File: config.mk
export PLATFORM = sky130hd
export DESIGN_NAME = arith_coprocessor
export DESIGN_NICKNAME = d
export VERILOG_FILES = /design/src/logic/arith_coprocessor.v /design/src/logic/arith_divider.v
export VERILOG_INCLUDE_DIRS = /design/src /design/src/logic
export SDC_FILE = /design/constraint.sdc
export NUM_CORES = 2
export LEC_CHECK = 0
export ABC_CLOCK_PERIOD_IN_PS = 129400
export BUFFER_PORTS_ARGS = -buffer_cell sky130_fd_sc_hd__buf_2
export CORE_ASPECT_RATIO = 2
export CORE_MARGIN = 2
export CORE_UTILIZATION = 45
export CTS_CLUSTER_DIAMETER = 100
export DETAILED_ROUTE_END_ITERATION = 6
export HOLD_SLACK_MARGIN = 0.1
export SKIP_LAST_GASP = 1
export SLEW_MARGIN = 20
export SYNTH_ARGS = -nofsm -noshare
export SYNTH_HDL_FRONTEND = slang
export SYNTH_SLANG_ARGS = --single-unit
File: constraint.sdc
create_clock -name I_SYS_CLK -period 129.4 [get_ports I_SYS_CLK]
set_input_delay 25.88 -clock I_SYS_CLK [delete_from_list [all_inputs] [get_ports I_SYS_CLK]]
set_output_delay 25.88 -clock I_SYS_CLK [all_outputs]
set_load 0.01 [all_outputs]
File: src/logic/arith_coprocessor_defs.vh
// Constants for the unsigned multiply, divide and shift coprocessor
`ifndef ARITH_COPROCESSOR_DEFS_VH
`define ARITH_COPROCESSOR_DEFS_VH

// Special-function-register addresses
`define ADDR_OPERAND_BYTE0   8'hf1
`define ADDR_OPERAND_BYTE1   8'hf2
`define ADDR_OPERAND_BYTE2   8'hf3
`define ADDR_OPERAND_BYTE3   8'hf4
`define ADDR_OPERAND_BYTE4   8'hf5
`define ADDR_OPERAND_BYTE5   8'hf6
`define ADDR_ARITH_CONTROL   8'hf7

// Read view of the control register
`define CTL_ERR_BIT          7
`define CTL_OVF_BIT          6
`define CTL_DONE_BIT         5
`define CTL_NCNT_MSB         4
`define CTL_NCNT_LSB         0

// Write view of the control register
`define CTL_OPCODE_MSB       7
`define CTL_OPCODE_LSB       5
`define CTL_SC_MSB           4
`define CTL_SC_LSB           0

// Opcodes; any other value leaves the unit idle
`define OP_DIV32             3'h1
`define OP_MUL16             3'h2
`define OP_DIV16             3'h3
`define OP_SHL               3'h4
`define OP_SHR               3'h5
`define OP_NORM              3'h6

// Execution times in processor clock cycles
`define CYC_DIV_MUL          4'h9
`define CYC_SHIFT_NORM       4'h7

// Reset values and the read data of unmapped addresses
`define RST_OPERAND          48'h0000_0000_0000
`define RST_RDATA            8'h00
`define RST_NCNT             5'h00
`define UNMAPPED_RDATA       8'h00

// Largest 16-bit product that does not overflow
`define MUL_LIMIT            32'h0000_ffff

`endif

File: src/logic/arith_coprocessor.v
// Unsigned multiply, divide, shift and normalize coprocessor on the SFR bus
`timescale 1ns/1ps
`include "arith_coprocessor_defs.vh"

module arith_coprocessor (
  input  wire       I_SYS_CLK,
  input  wire       I_RST,
  input  wire [7:0] I_SFR_ADDR,
  input  wire       I_SFR_WR,
  input  wire [7:0] I_SFR_WDATA,
  input  wire       I_SFR_RD,
  input  wire       I_ERR_ON_READ_EN,
  output reg  [7:0] O_SFR_RDATA,
  output reg        O_BUSY
);

  // Operand bytes 0..5 packed, byte 0 in the low bits
  reg  [47:0] opd_q;
  reg  [47:0] opd_d;
  reg  [2:0]  op_q;
  reg  [2:0]  op_d;
  reg  [4:0]  sc_q;
  reg  [4:0]  sc_d;
  reg  [3:0]  cnt_q;
  reg  [3:0]  cnt_d;
  reg         busy_q;
  reg         busy_d;
  reg         err_q;
  reg         err_d;
  reg         ovf_q;
  reg         ovf_d;
  reg  [4:0]  ncnt_q;
  reg  [4:0]  ncnt_d;
  reg  [7:0]  rdata_d;

  // Results of the selected operation, valid at completion
  reg  [47:0] res_opd;
  reg         res_ovf;
  reg  [4:0]  res_ncnt;

  // Datapath views and arithmetic results
  wire [31:0] val32;
  wire [15:0] lo16;
  wire [15:0] den16;
  wire [31:0] dvd_sel;
  wire [31:0] quo;
  wire [15:0] rem16;
  wire        div_zero;
  wire [31:0] product;
  wire [4:0]  lz_cnt;

  // Bus decode
  wire        ctl_wr;
  wire        opd_wr;
  wire        opd_rd;
  wire [2:0]  wr_op;
  wire [4:0]  wr_sc;
  wire        wr_start;
  wire        finish;

  // True for any of the six operand byte addresses
  function is_operand;
    input [7:0] addr;
    begin
      is_operand = (addr >= `ADDR_OPERAND_BYTE0) && (addr <= `ADDR_OPERAND_BYTE5);
    end
  endfunction

  // Opcodes that start work; everything else is idle
  function is_active_op;
    input [2:0] op;
    begin
      is_active_op = (op >= `OP_DIV32) && (op <= `OP_NORM);
    end
  endfunction

  // Fixed execution length of each opcode
  function [3:0] op_cycles;
    input [2:0] op;
    begin
      if ((op == `OP_SHL) || (op == `OP_SHR) || (op == `OP_NORM)) begin
        op_cycles = `CYC_SHIFT_NORM;
      end else begin
        op_cycles = `CYC_DIV_MUL;
      end
    end
  endfunction

  // Leading zero count of a 32-bit word; zero input counts as none
  function [4:0] lead_zeros;
    input [31:0] v;
    integer k;
    integer t;
    reg     seen;
    begin
      lead_zeros = 5'h00;
      seen       = 1'b0;
      for (k = 31; k >= 0; k = k - 1) begin
        if (!seen && v[k]) begin
          seen       = 1'b1;
          t          = 31 - k;
          lead_zeros = t[4:0];
        end
      end
    end
  endfunction

  // Byte index of an operand address
  function [2:0] byte_index;
    input [7:0] addr;
    reg   [7:0] diff;
    begin
      diff       = addr - `ADDR_OPERAND_BYTE0;
      byte_index = diff[2:0];
    end
  endfunction

  // Bus decode; the SFR bus runs on this clock, so no synchronisers
  // A write and a read in one cycle both act; the read sees the old value
  assign ctl_wr   = I_SFR_WR && (I_SFR_ADDR == `ADDR_ARITH_CONTROL);
  assign opd_wr   = I_SFR_WR && is_operand(I_SFR_ADDR);
  assign opd_rd   = I_SFR_RD && is_operand(I_SFR_ADDR);
  assign wr_op    = I_SFR_WDATA[`CTL_OPCODE_MSB:`CTL_OPCODE_LSB];
  assign wr_sc    = I_SFR_WDATA[`CTL_SC_MSB:`CTL_SC_LSB];
  assign wr_start = ctl_wr && is_active_op(wr_op);
  assign finish   = busy_q && (cnt_q == 4'h0);

  // Operand views, least significant byte at the lowest address
  assign val32   = opd_q[31:0];
  assign lo16    = opd_q[15:0];
  assign den16   = opd_q[47:32];
  assign dvd_sel = (op_q == `OP_DIV16) ? {16'h0000, lo16} : val32;

  // Plain unsigned arithmetic; no sign handling anywhere
  assign product = lo16 * den16;
  assign lz_cnt  = lead_zeros(val32);

  arith_divider #(
    .NUM_W (32),
    .DEN_W (16)
  ) u_div (
    .i_dividend  (dvd_sel),
    .i_divisor   (den16),
    .o_quotient  (quo),
    .o_remainder (rem16),
    .o_div_zero  (div_zero)
  );

  // Result selection. Results are evaluated from the live operands at
  // the end; any operand write restarts the count, so they are stable.
  // A zero divisor leaves every operand as it was, so software can retry.
  always @* begin
    res_opd  = opd_q;
    res_ovf  = 1'b0;
    res_ncnt = ncnt_q;
    case (op_q)
      `OP_DIV32: begin
        if (div_zero) begin
          res_ovf = 1'b1;
        end else begin
          res_opd = {rem16, quo};
        end
      end
      `OP_DIV16: begin
        if (div_zero) begin
          res_ovf = 1'b1;
        end else begin
          res_opd = {rem16, opd_q[31:16], quo[15:0]};
        end
      end
      `OP_MUL16: begin
        res_opd = {opd_q[47:32], product};
        res_ovf = (product > `MUL_LIMIT);
      end
      `OP_SHL: begin
        res_opd = {opd_q[47:32], val32 << sc_q};
      end
      `OP_SHR: begin
        res_opd = {opd_q[47:32], val32 >> sc_q};
      end
      `OP_NORM: begin
        // An all-zero word has no top bit to find and is left as is
        res_opd  = {opd_q[47:32], val32 << lz_cnt};
        res_ncnt = lz_cnt;
        res_ovf  = val32[31];
      end
      default: begin
        res_opd = opd_q;
      end
    endcase
  end

  // Sequencing and flag update. Later statements override earlier ones,
  // so the order is finish, operand write, read error, control write;
  // a control write therefore decides what happens on a colliding edge.
  always @* begin
    opd_d  = opd_q;
    op_d   = op_q;
    sc_d   = sc_q;
    cnt_d  = cnt_q;
    busy_d = busy_q;
    err_d  = err_q;
    ovf_d  = ovf_q;
    ncnt_d = ncnt_q;

    // Countdown runs on its own; the processor keeps executing meanwhile
    // The count reaches zero on the last computing cycle, which is finish
    if (busy_q && (cnt_q != 4'h0)) begin
      cnt_d = cnt_q - 4'h1;
    end

    // Completion writes results over the operands and raises done
    if (finish) begin
      opd_d  = res_opd;
      busy_d = 1'b0;
      ncnt_d = res_ncnt;
      // Overflow is only ever set here; software and starts clear it
      if (res_ovf) begin
        ovf_d = 1'b1;
      end
    end

    // An operand byte write during computing restarts the count. The
    // restart works on the operands as they stood, so a write that meets
    // the finishing edge drops the old result, its overflow and its count.
    if (opd_wr) begin
      if (busy_q) begin
        opd_d  = opd_q;
        ovf_d  = ovf_q;
        ncnt_d = ncnt_q;
        busy_d = 1'b1;
        cnt_d  = op_cycles(op_q) - 4'h1;
        err_d  = 1'b1;
      end
      case (byte_index(I_SFR_ADDR))
        3'h0: opd_d[7:0]   = I_SFR_WDATA;
        3'h1: opd_d[15:8]  = I_SFR_WDATA;
        3'h2: opd_d[23:16] = I_SFR_WDATA;
        3'h3: opd_d[31:24] = I_SFR_WDATA;
        3'h4: opd_d[39:32] = I_SFR_WDATA;
        default: opd_d[47:40] = I_SFR_WDATA;
      endcase
    end

    // Enabled reads during computing only flag the error
    if (opd_rd && busy_q && I_ERR_ON_READ_EN) begin
      err_d = 1'b1;
    end

    // Control writes: a real opcode starts; idle clears overflow and aborts any run
    if (ctl_wr) begin
      op_d = wr_op;
      sc_d = wr_sc;
      if (wr_start) begin
        busy_d = 1'b1;
        cnt_d  = op_cycles(wr_op) - 4'h1;
        ovf_d  = 1'b0;
        // Set wins: a start that interrupts a running op is an error
        err_d  = busy_q;
        if (busy_q) begin
          // A colliding finish must not leave its result or count behind
          opd_d  = opd_q;
          ncnt_d = ncnt_q;
        end
      end else begin
        ovf_d = 1'b0;
        if (busy_q) begin
          // Idle opcode aborts the run and leaves operands untouched
          busy_d = 1'b0;
          err_d  = 1'b1;
          opd_d  = opd_q;
          ncnt_d = ncnt_q;
        end
      end
    end
  end

  // Read data is captured at the read strobe and held until the next one
  always @* begin
    rdata_d = O_SFR_RDATA;
    if (I_SFR_RD) begin
      case (I_SFR_ADDR)
        `ADDR_OPERAND_BYTE0: rdata_d = opd_q[7:0];
        `ADDR_OPERAND_BYTE1: rdata_d = opd_q[15:8];
        `ADDR_OPERAND_BYTE2: rdata_d = opd_q[23:16];
        `ADDR_OPERAND_BYTE3: rdata_d = opd_q[31:24];
        `ADDR_OPERAND_BYTE4: rdata_d = opd_q[39:32];
        `ADDR_OPERAND_BYTE5: rdata_d = opd_q[47:40];
        `ADDR_ARITH_CONTROL: rdata_d = {err_q, ovf_q, ~busy_q, ncnt_q};
        default:             rdata_d = `UNMAPPED_RDATA;
      endcase
    end
  end

  // State registers; done reads one from reset because busy is clear
  // O_BUSY takes the next busy value so it leaves a flip-flop yet
  // always matches busy_q
  always @(posedge I_SYS_CLK) begin
    if (I_RST) begin
      opd_q       <= `RST_OPERAND;
      op_q        <= 3'h0;
      sc_q        <= 5'h00;
      cnt_q       <= 4'h0;
      busy_q      <= 1'b0;
      err_q       <= 1'b0;
      ovf_q       <= 1'b0;
      ncnt_q      <= `RST_NCNT;
      O_SFR_RDATA <= `RST_RDATA;
      O_BUSY      <= 1'b0;
    end else begin
      opd_q       <= opd_d;
      op_q        <= op_d;
      sc_q        <= sc_d;
      cnt_q       <= cnt_d;
      busy_q      <= busy_d;
      err_q       <= err_d;
      ovf_q       <= ovf_d;
      ncnt_q      <= ncnt_d;
      O_SFR_RDATA <= rdata_d;
      O_BUSY      <= busy_d;
    end
  end

endmodule // arith_coprocessor

File: src/logic/arith_divider.v
// Combinational unsigned 32 by 16 restoring divider
`timescale 1ns/1ps

module arith_divider #(
  parameter NUM_W = 32,
  parameter DEN_W = 16
) (
  input  wire [NUM_W-1:0] i_dividend,
  input  wire [DEN_W-1:0] i_divisor,
  output reg  [NUM_W-1:0] o_quotient,
  output reg  [DEN_W-1:0] o_remainder,
  output wire             o_div_zero
);

  reg [DEN_W:0] part;
  integer       i;

  // Divisor zero is flagged separately; the caller keeps its operands then
  assign o_div_zero = (i_divisor == {DEN_W{1'b0}});

  // One restoring step per dividend bit, most significant first
  always @* begin
    part        = {(DEN_W+1){1'b0}};
    o_quotient  = {NUM_W{1'b0}};
    o_remainder = {DEN_W{1'b0}};
    for (i = NUM_W - 1; i >= 0; i = i - 1) begin
      part = {part[DEN_W-1:0], i_dividend[i]};
      if (part >= {1'b0, i_divisor}) begin
        part          = part - {1'b0, i_divisor};
        o_quotient[i] = 1'b1;
      end
    end
    o_remainder = part[DEN_W-1:0];
  end

endmodule // arith_divider

Yosys cells after proc, flatten, opt, wreduce, memory -nomap -nowiden
Index checks and enable logic that the tools add are counted.

Flip-flop bits (word level): 76. Input port bits: 21. Output and inout port bits: 9.

Add/subtract/negate cells: 36. Multipliers: 1. $lt $le $gt $ge: 37. Eq/ne operators: 22. Shift operators: 3. Muxes and demuxes: 177. Bitwise operators: 1. Reductions and logical operators: 83.

Operators with widths (number): $ge A17 B16 Y1 (31); $mux W16 (32); $sub A16 B16 Y16 (31); $mux W48 (7); $pmux W48 S6 (1); $mux W5 (36); $mux W1 (81); $shl A32 B5 Y32 (2); $eq A8 B8 Y1 const B (7); $pmux W8 S7 (1); $mux W8 (6); $mux W4 (11); $logic_and A1 B1 Y1 (41); $gt A32 B16 Y1 const B (1); $mul A16 B16 Y32 (1); $mux W32 (1); $shr A32 B5 Y32 (1); $logic_not A1 Y1 (31); $eq A3 B3 Y1 const B (7); $ge A1 B16 Y1 (1); $logic_not A16 Y1 (1); $sub A1 B16 Y16 (1); $eq A3 B2 Y1 const B (4); $sub A4 B1 Y4 const B (3); other kinds (15) (21).

Logic depth before layout (Yosys ltp)
Depth in word-level cells: 102. Depth in mapped cells: 653. Depth with buffers taken out: 610.

By module
Synthesis repeated with hierarchy kept, for this count alone.

Cell total of the unflattened synthesis: 6221. Area, all modules: 46181.8 um2.

By module, submodules not included: arith_divider (times used 1, cells each 3926, area an instance 28527.4 um2, sequential area each 0.0 um2); arith_coprocessor (times used 1, cells each 2295, area an instance 17654.4 um2, sequential area each 1521.5 um2).

Worst setup path before layout
OpenSTA, ideal clock, no wires.

Kind: register to register. Start: register opd_q[33]. End: register opd_q[34]. Setup time: 0.116 ns. Data arrival time: 115.821 ns. Setup slack: 13.463 ns. Stages on the path, launching flop included: 644. Cell sequence: dfxtp_1 -> clkbuf_1 -> clkinv_1 -> ha_1 -> clkbuf_1 -> o21ai_1 -> nand4b_1 -> clkbuf_1 -> nor2_1 -> ha_1 -> a21o_1 -> a311o_1 -> a21bo_2 -> o211ai_1 -> and2_1 -> clkbuf_1 -> nor2_1 -> a31oi_1 -> [... 608 more ...] -> a21o_1 -> a21oi_1 -> nor2b_1 -> o21ai_0 -> nand2_1 -> a21oi_1 -> o21bai_1 -> a21o_1 -> a21o_1 -> a21o_1 -> a21o_1 -> a21o_1 -> a21o_1 -> a211oi_1 -> and4_1 -> buf_2 -> mux2_1 -> a31o_1.

Longest elaborated chain between the ends: 72.

RTL lines: from (decl) (line arith_coprocessor.v:18) `reg [47:0] opd_q;`; from (signal assigned) (line arith_coprocessor.v:300) `` opd_q <= `RST_OPERAND; ``; from (signal assigned) (line arith_coprocessor.v:311) `opd_q <= opd_d;`; $sub A1 B16 Y16 / $ge A1 B16 Y1 (equally long branches) (line arith_divider.v:29, arith_divider.v:28); $mux W16 (line arith_divider.v:28) `if (part >= {1'b0, i_divisor}) begin`; $sub A16 B16 Y16 / $ge A17 B16 Y1 (equally long branches) (line arith_divider.v:29, arith_divider.v:28); $mux W16 (line arith_divider.v:28); $sub A16 B16 Y16 / $ge A17 B16 Y1 (equally long branches) (line arith_divider.v:29, arith_divider.v:28); $mux W16 (line arith_divider.v:28); $sub A16 B16 Y16 / $ge A17 B16 Y1 (equally long branches) (line arith_divider.v:29, arith_divider.v:28); $mux W16 (line arith_divider.v:28); [... 56 more ...]; $mux W48 (on tied branches) (line arith_coprocessor.v:165, arith_coprocessor.v:158); $pmux W48 S6 (*) (line arith_coprocessor.v:156) `case (op_q)`; $mux W48 (*) (line arith_coprocessor.v:213) `if (finish) begin`; $mux W48 (line arith_coprocessor.v:227) `if (busy_q) begin`; $mux W8 (line arith_coprocessor.v:235) `case (byte_index(I_SFR_ADDR))`; $mux W48 (*) (line arith_coprocessor.v:226) `if (opd_wr) begin`; $mux W48 (line arith_coprocessor.v:260, arith_coprocessor.v:267); $mux W48 (*) (line arith_coprocessor.v:251) `if (ctl_wr) begin`.

Every way passes the cells marked *; elsewhere a longest branch is shown, timed or not. The select of a mux whose other input is x is not followed. A chain may end at the register's enable or synchronous reset.

Final worst setup path
Start: register op_q[0]. End: register opd_q[34].

Longest elaborated chain between the ends: 74.

RTL lines: from (decl) (line arith_coprocessor.v:20) `reg [2:0] op_q;`; from (signal assigned) (line arith_coprocessor.v:312) `op_q <= op_d;`; $eq A3 B2 Y1 (line arith_coprocessor.v:156); $mux W32 (line arith_coprocessor.v:132) `` assign dvd_sel = (op_q == `OP_DIV16) ? {16'h0000, lo16} : val32; ``; $sub A1 B16 Y16 / $ge A1 B16 Y1 (equally long branches) (line arith_divider.v:29, arith_divider.v:28); $mux W16 (line arith_divider.v:28); $sub A16 B16 Y16 / $ge A17 B16 Y1 (equally long branches) (line arith_divider.v:29, arith_divider.v:28); $mux W16 (line arith_divider.v:28); $sub A16 B16 Y16 / $ge A17 B16 Y1 (equally long branches) (line arith_divider.v:29, arith_divider.v:28); $mux W16 (line arith_divider.v:28); [... 58 more ...]; $mux W48 (on tied branches) (line arith_coprocessor.v:165, arith_coprocessor.v:158); $pmux W48 S6 (*) (line arith_coprocessor.v:156); $mux W48 (*) (line arith_coprocessor.v:213); $mux W48 (line arith_coprocessor.v:227); $mux W8 (line arith_coprocessor.v:235); $mux W48 (*) (line arith_coprocessor.v:226); $mux W48 (line arith_coprocessor.v:260, arith_coprocessor.v:267); $mux W48 (*) (line arith_coprocessor.v:251).

Marked as above.

==> results.py <==
metrics = {
    "cts": {
        "cts_made_buffers": 9,
        "path_clk_slew_ps": 70,
        "cts-root-buf": "clkbuf_16",
        "cts_sinks": 76,
        "cts_hold_buffers": 0,
        "htree_num_levels": 3,
        "cts_tree": "done",
        "clock_latency_ps": 400,
        "cts_buffer_depth": 2,
    },
    "worst_setup_path": {
        "cp.required_ps": 129690,
        "endpoint_kind": "flop",
        "slowest_delay_ps": 810,
        "cp_slowest_cell": "o41ai_1",
        "r2r_slack_ps": 8480,
        "r2r-end": "opd_q[34]",
        "critical_path_arrival_ps": 121220,
        "crit_type": "reg -> reg",
        "start_kind": "flop",
        "crit_fanout": 38,
        "cp_common_cell": "a21o_1",
        "ff2ff_path_depth": 608,
        "r2r-start": "op_q[0]",
    },
    "floorplan": {
        "num_io_pins": 30,
        "die_w_um": 226,
        "core_um2": 97300,
        "fp.dieH_um": 447,
        "die_area_um2": 101000,
        "start_util": 0.454,
        "rows": 162,
    },
    "logic_synthesis": {
        "ys_ff_latch": 76,
        "synth_edf_count": 0,
        "ys_seq_area_frac": 0.0344,
        "syn_avg_cell_area_um2": 7.50,
        "ys.flop_type": "dfxtp_1",
        "ys_async_sr_fraction": 0,
        "synth_area_um2": 44200,
        "yosys_warnings": 0,
        "syn_inst": 5887,
        "synthDistinctLibCells": 121,
        "synth_nets": 6751,
    },
    "timing": {
        "tns_ps": 0,
        "layout_min_cycle_time_ps": 120920,
        "worst_pin_slew_ps": 1160,
        "max_clock_freq_mhz": 8.27,
        "slew_viol_final": 0,
        "max-slew-margin-rel": 0.223,
        "fin_skew_ps": 13.7,
        "hold_viol": 0,
        "finalSetupViolations": 0,
        "post-route-period-util": 0.934,
    },
    "route": {
        "antenna_left": 0,
        "dr.pass1.iters": 7,
        "vias_per_cell": 6.55,
        "routed-via-count": 46300,
        "drc": 2,
        "wirelength_mm": 198,
        "wl_per_cell_um": 28.0,
        "drt_iter0_drc": 3188,
    },
    "hold_path": {
        "hold_path.class": "reg -> reg",
        "worstHoldPathCells": 2,
        "holdPathEnd": "ncnt_q[4]",
        "worstHoldStart": "ncnt_q[4]",
    },
    "placed_design": {
        "io_buffers": 29,
        "placed_cell_area_um2": 45900,
        "dpl.hpwl_mm": 154,
        "gp_congestion": 1.08,
    },
    "global_routing": {
        "grt_pass1_vias": 47400,
        "track_usage": 0.389,
        "grt_first_pass_wirelength_mm": 291,
        "gr-total-overflow": 0,
        "grt_max_degree": 69,
        "antenna_found_initial": 12,
    },
    "outcome": {
        "failed_checks": "design-rule violations",
        "run_status": "finished with violations",
    },
    "job": {
        "cap_violations": 0,
    },
    "layout": {
        "drive_above_1_share": 0.0981,
        "fin_util": 0.480,
        "final_nets": 6691,
        "fin_area_um2": 46700,
        "area_delta_synth_final_pct": 5.71,
    },
}
[worst max-delay path by stage]
stage	from	end	cells past startpoint
5_1_grt	op_q[0]	opd_q[34]	620
4_1_cts	op_q[2]	opd_q[34]	610
6_report	op_q[0]	opd_q[34]	608
3_5_place_dp	op_q[2]	opd_q[34]	609
3_3_place_gp	op_q[2]	opd_q[34]	614
2_1_floorplan	opd_q[33]	opd_q[34]	643
[synth_stat cells, drive strengths merged, types with 41 or more instances]
library cell  number  area share
a211oi            95       0.017
a21boi            41      0.0073
a21o             310       0.053
a21oi            400       0.046
a221oi            46       0.011
and2              50      0.0071
buf               78      0.0079
clkbuf           170       0.014
dfxtp             76       0.034
fa               225        0.10
ha               618        0.18
inv              485       0.041
mux2             205       0.053
mux2i            138       0.031
nand2            565       0.048
nand2b           110       0.016
nand3             71      0.0084
nand4            121       0.018
nor2             457       0.039
nor2b            128       0.018
nor3              81      0.0098
o21ai            389       0.044
xnor2            206       0.041
xor2             198       0.039
[stage by stage]
step / instances / hold slack (ps) / worst slack [ps]
2_1_floorplan: 5887 / 455 / 13460
3_3_place_gp: 7029 / 473 / 6350
3_5_place_dp: 7029 / 485 / 3420
4_1_cts: 7045 / 500 / 3010
5_1_grt: 7066 / 519 / -97.5
6_report: 7073 / 505 / 8480
[state kept, by name, summed over array words and instances, names as in the netlist]
signal / cells
opd_q: 48
op_q: 3
ncnt_q: 5
ovf_q: 1
O_SFR_RDATA: 8
err_q: 1
sc_q: 5
busy_q: 1
cnt_q: 4
[worst max-delay path: cells and delay by family, from the launching register on]
family                     cells  cell delay [ps]
adders and majority gates     33             9270
AOI/OAI and AO/OA            381            76740
buffers and inverters         41             5930
DFF                            1              480
and+or+nand+nor              135            21480
xor gates and xnor gates       1              240
muxes                         17             6400
[kinds of logic (layout without fill, tap and decap cells)]
kind of cell / Yosys count / count (layout) / share of synthesized area
AO/OA/AOI/OAI: 1727 / 1727 / 0.262
XOR/XNOR: 404 / 404 / 0.0801
adder cells (fa/ha/maj): 843 / 843 / 0.277
buffers and inverters: 742 / 685 / 0.0643
flip-flops: 76 / 76 / 0.0344
multiplexers: 364 / 364 / 0.0948
other: 0 / 11 / 0
AND/OR/NAND/NOR: 1731 / 1733 / 0.188
[per-layer routing]
layer  vias up  routed length (um)  part of all wire  GRT usage
met1     22100               61200              0.31      0.348
li1      21000                   -                 -          -
met4         6               26000              0.13      0.413
met3      1092               13700             0.069     0.0975
met2      2097               96800              0.49      0.682
met5         -                  32           0.00016          0
[layout make-up]
| cell class | instances | area (um^2) |
|---|---|---|
| Tap cell | 1230 | 1540 |
| Clock buffer | 10 | 239 |
| Antenna cell | 11 | 27.5 |
| Clock inverter | 6 | 95.1 |
| Timing Repair Buffer | 175 | 1260 |
| Multi-Input combinational cell | 5071 | 40100 |
| Inverter | 494 | 1860 |
| Fill cell | 10100 | 50600 |
| Sequential cell | 76 | 1530 |
[cells in the final DEF (no fill, tap or decap), types with 118 or more instances in the layout]
cell     count
nor2_1     450
mux2_2     192
buf_4      141
a21oi_1    390
inv_1      464
nand4_1    118
xor2_1     195
nor2b_1    126
o21ai_0    372
nand2_1    561
fa_1       225
ha_1       618
a21o_1     308
xnor2_1    205
mux2i_1    137
[what timing repair did]
action	4_1_cts	5_1_grt
buffers inserted	0	13
hold endpoints to repair	0	0
gates resized for setup	0	67
endpoints found under the setup margin	0	18
Power is left out: the tool's default activity adds up to more than one toggle a clock period on the data nets, which glitch-free logic cannot reach.
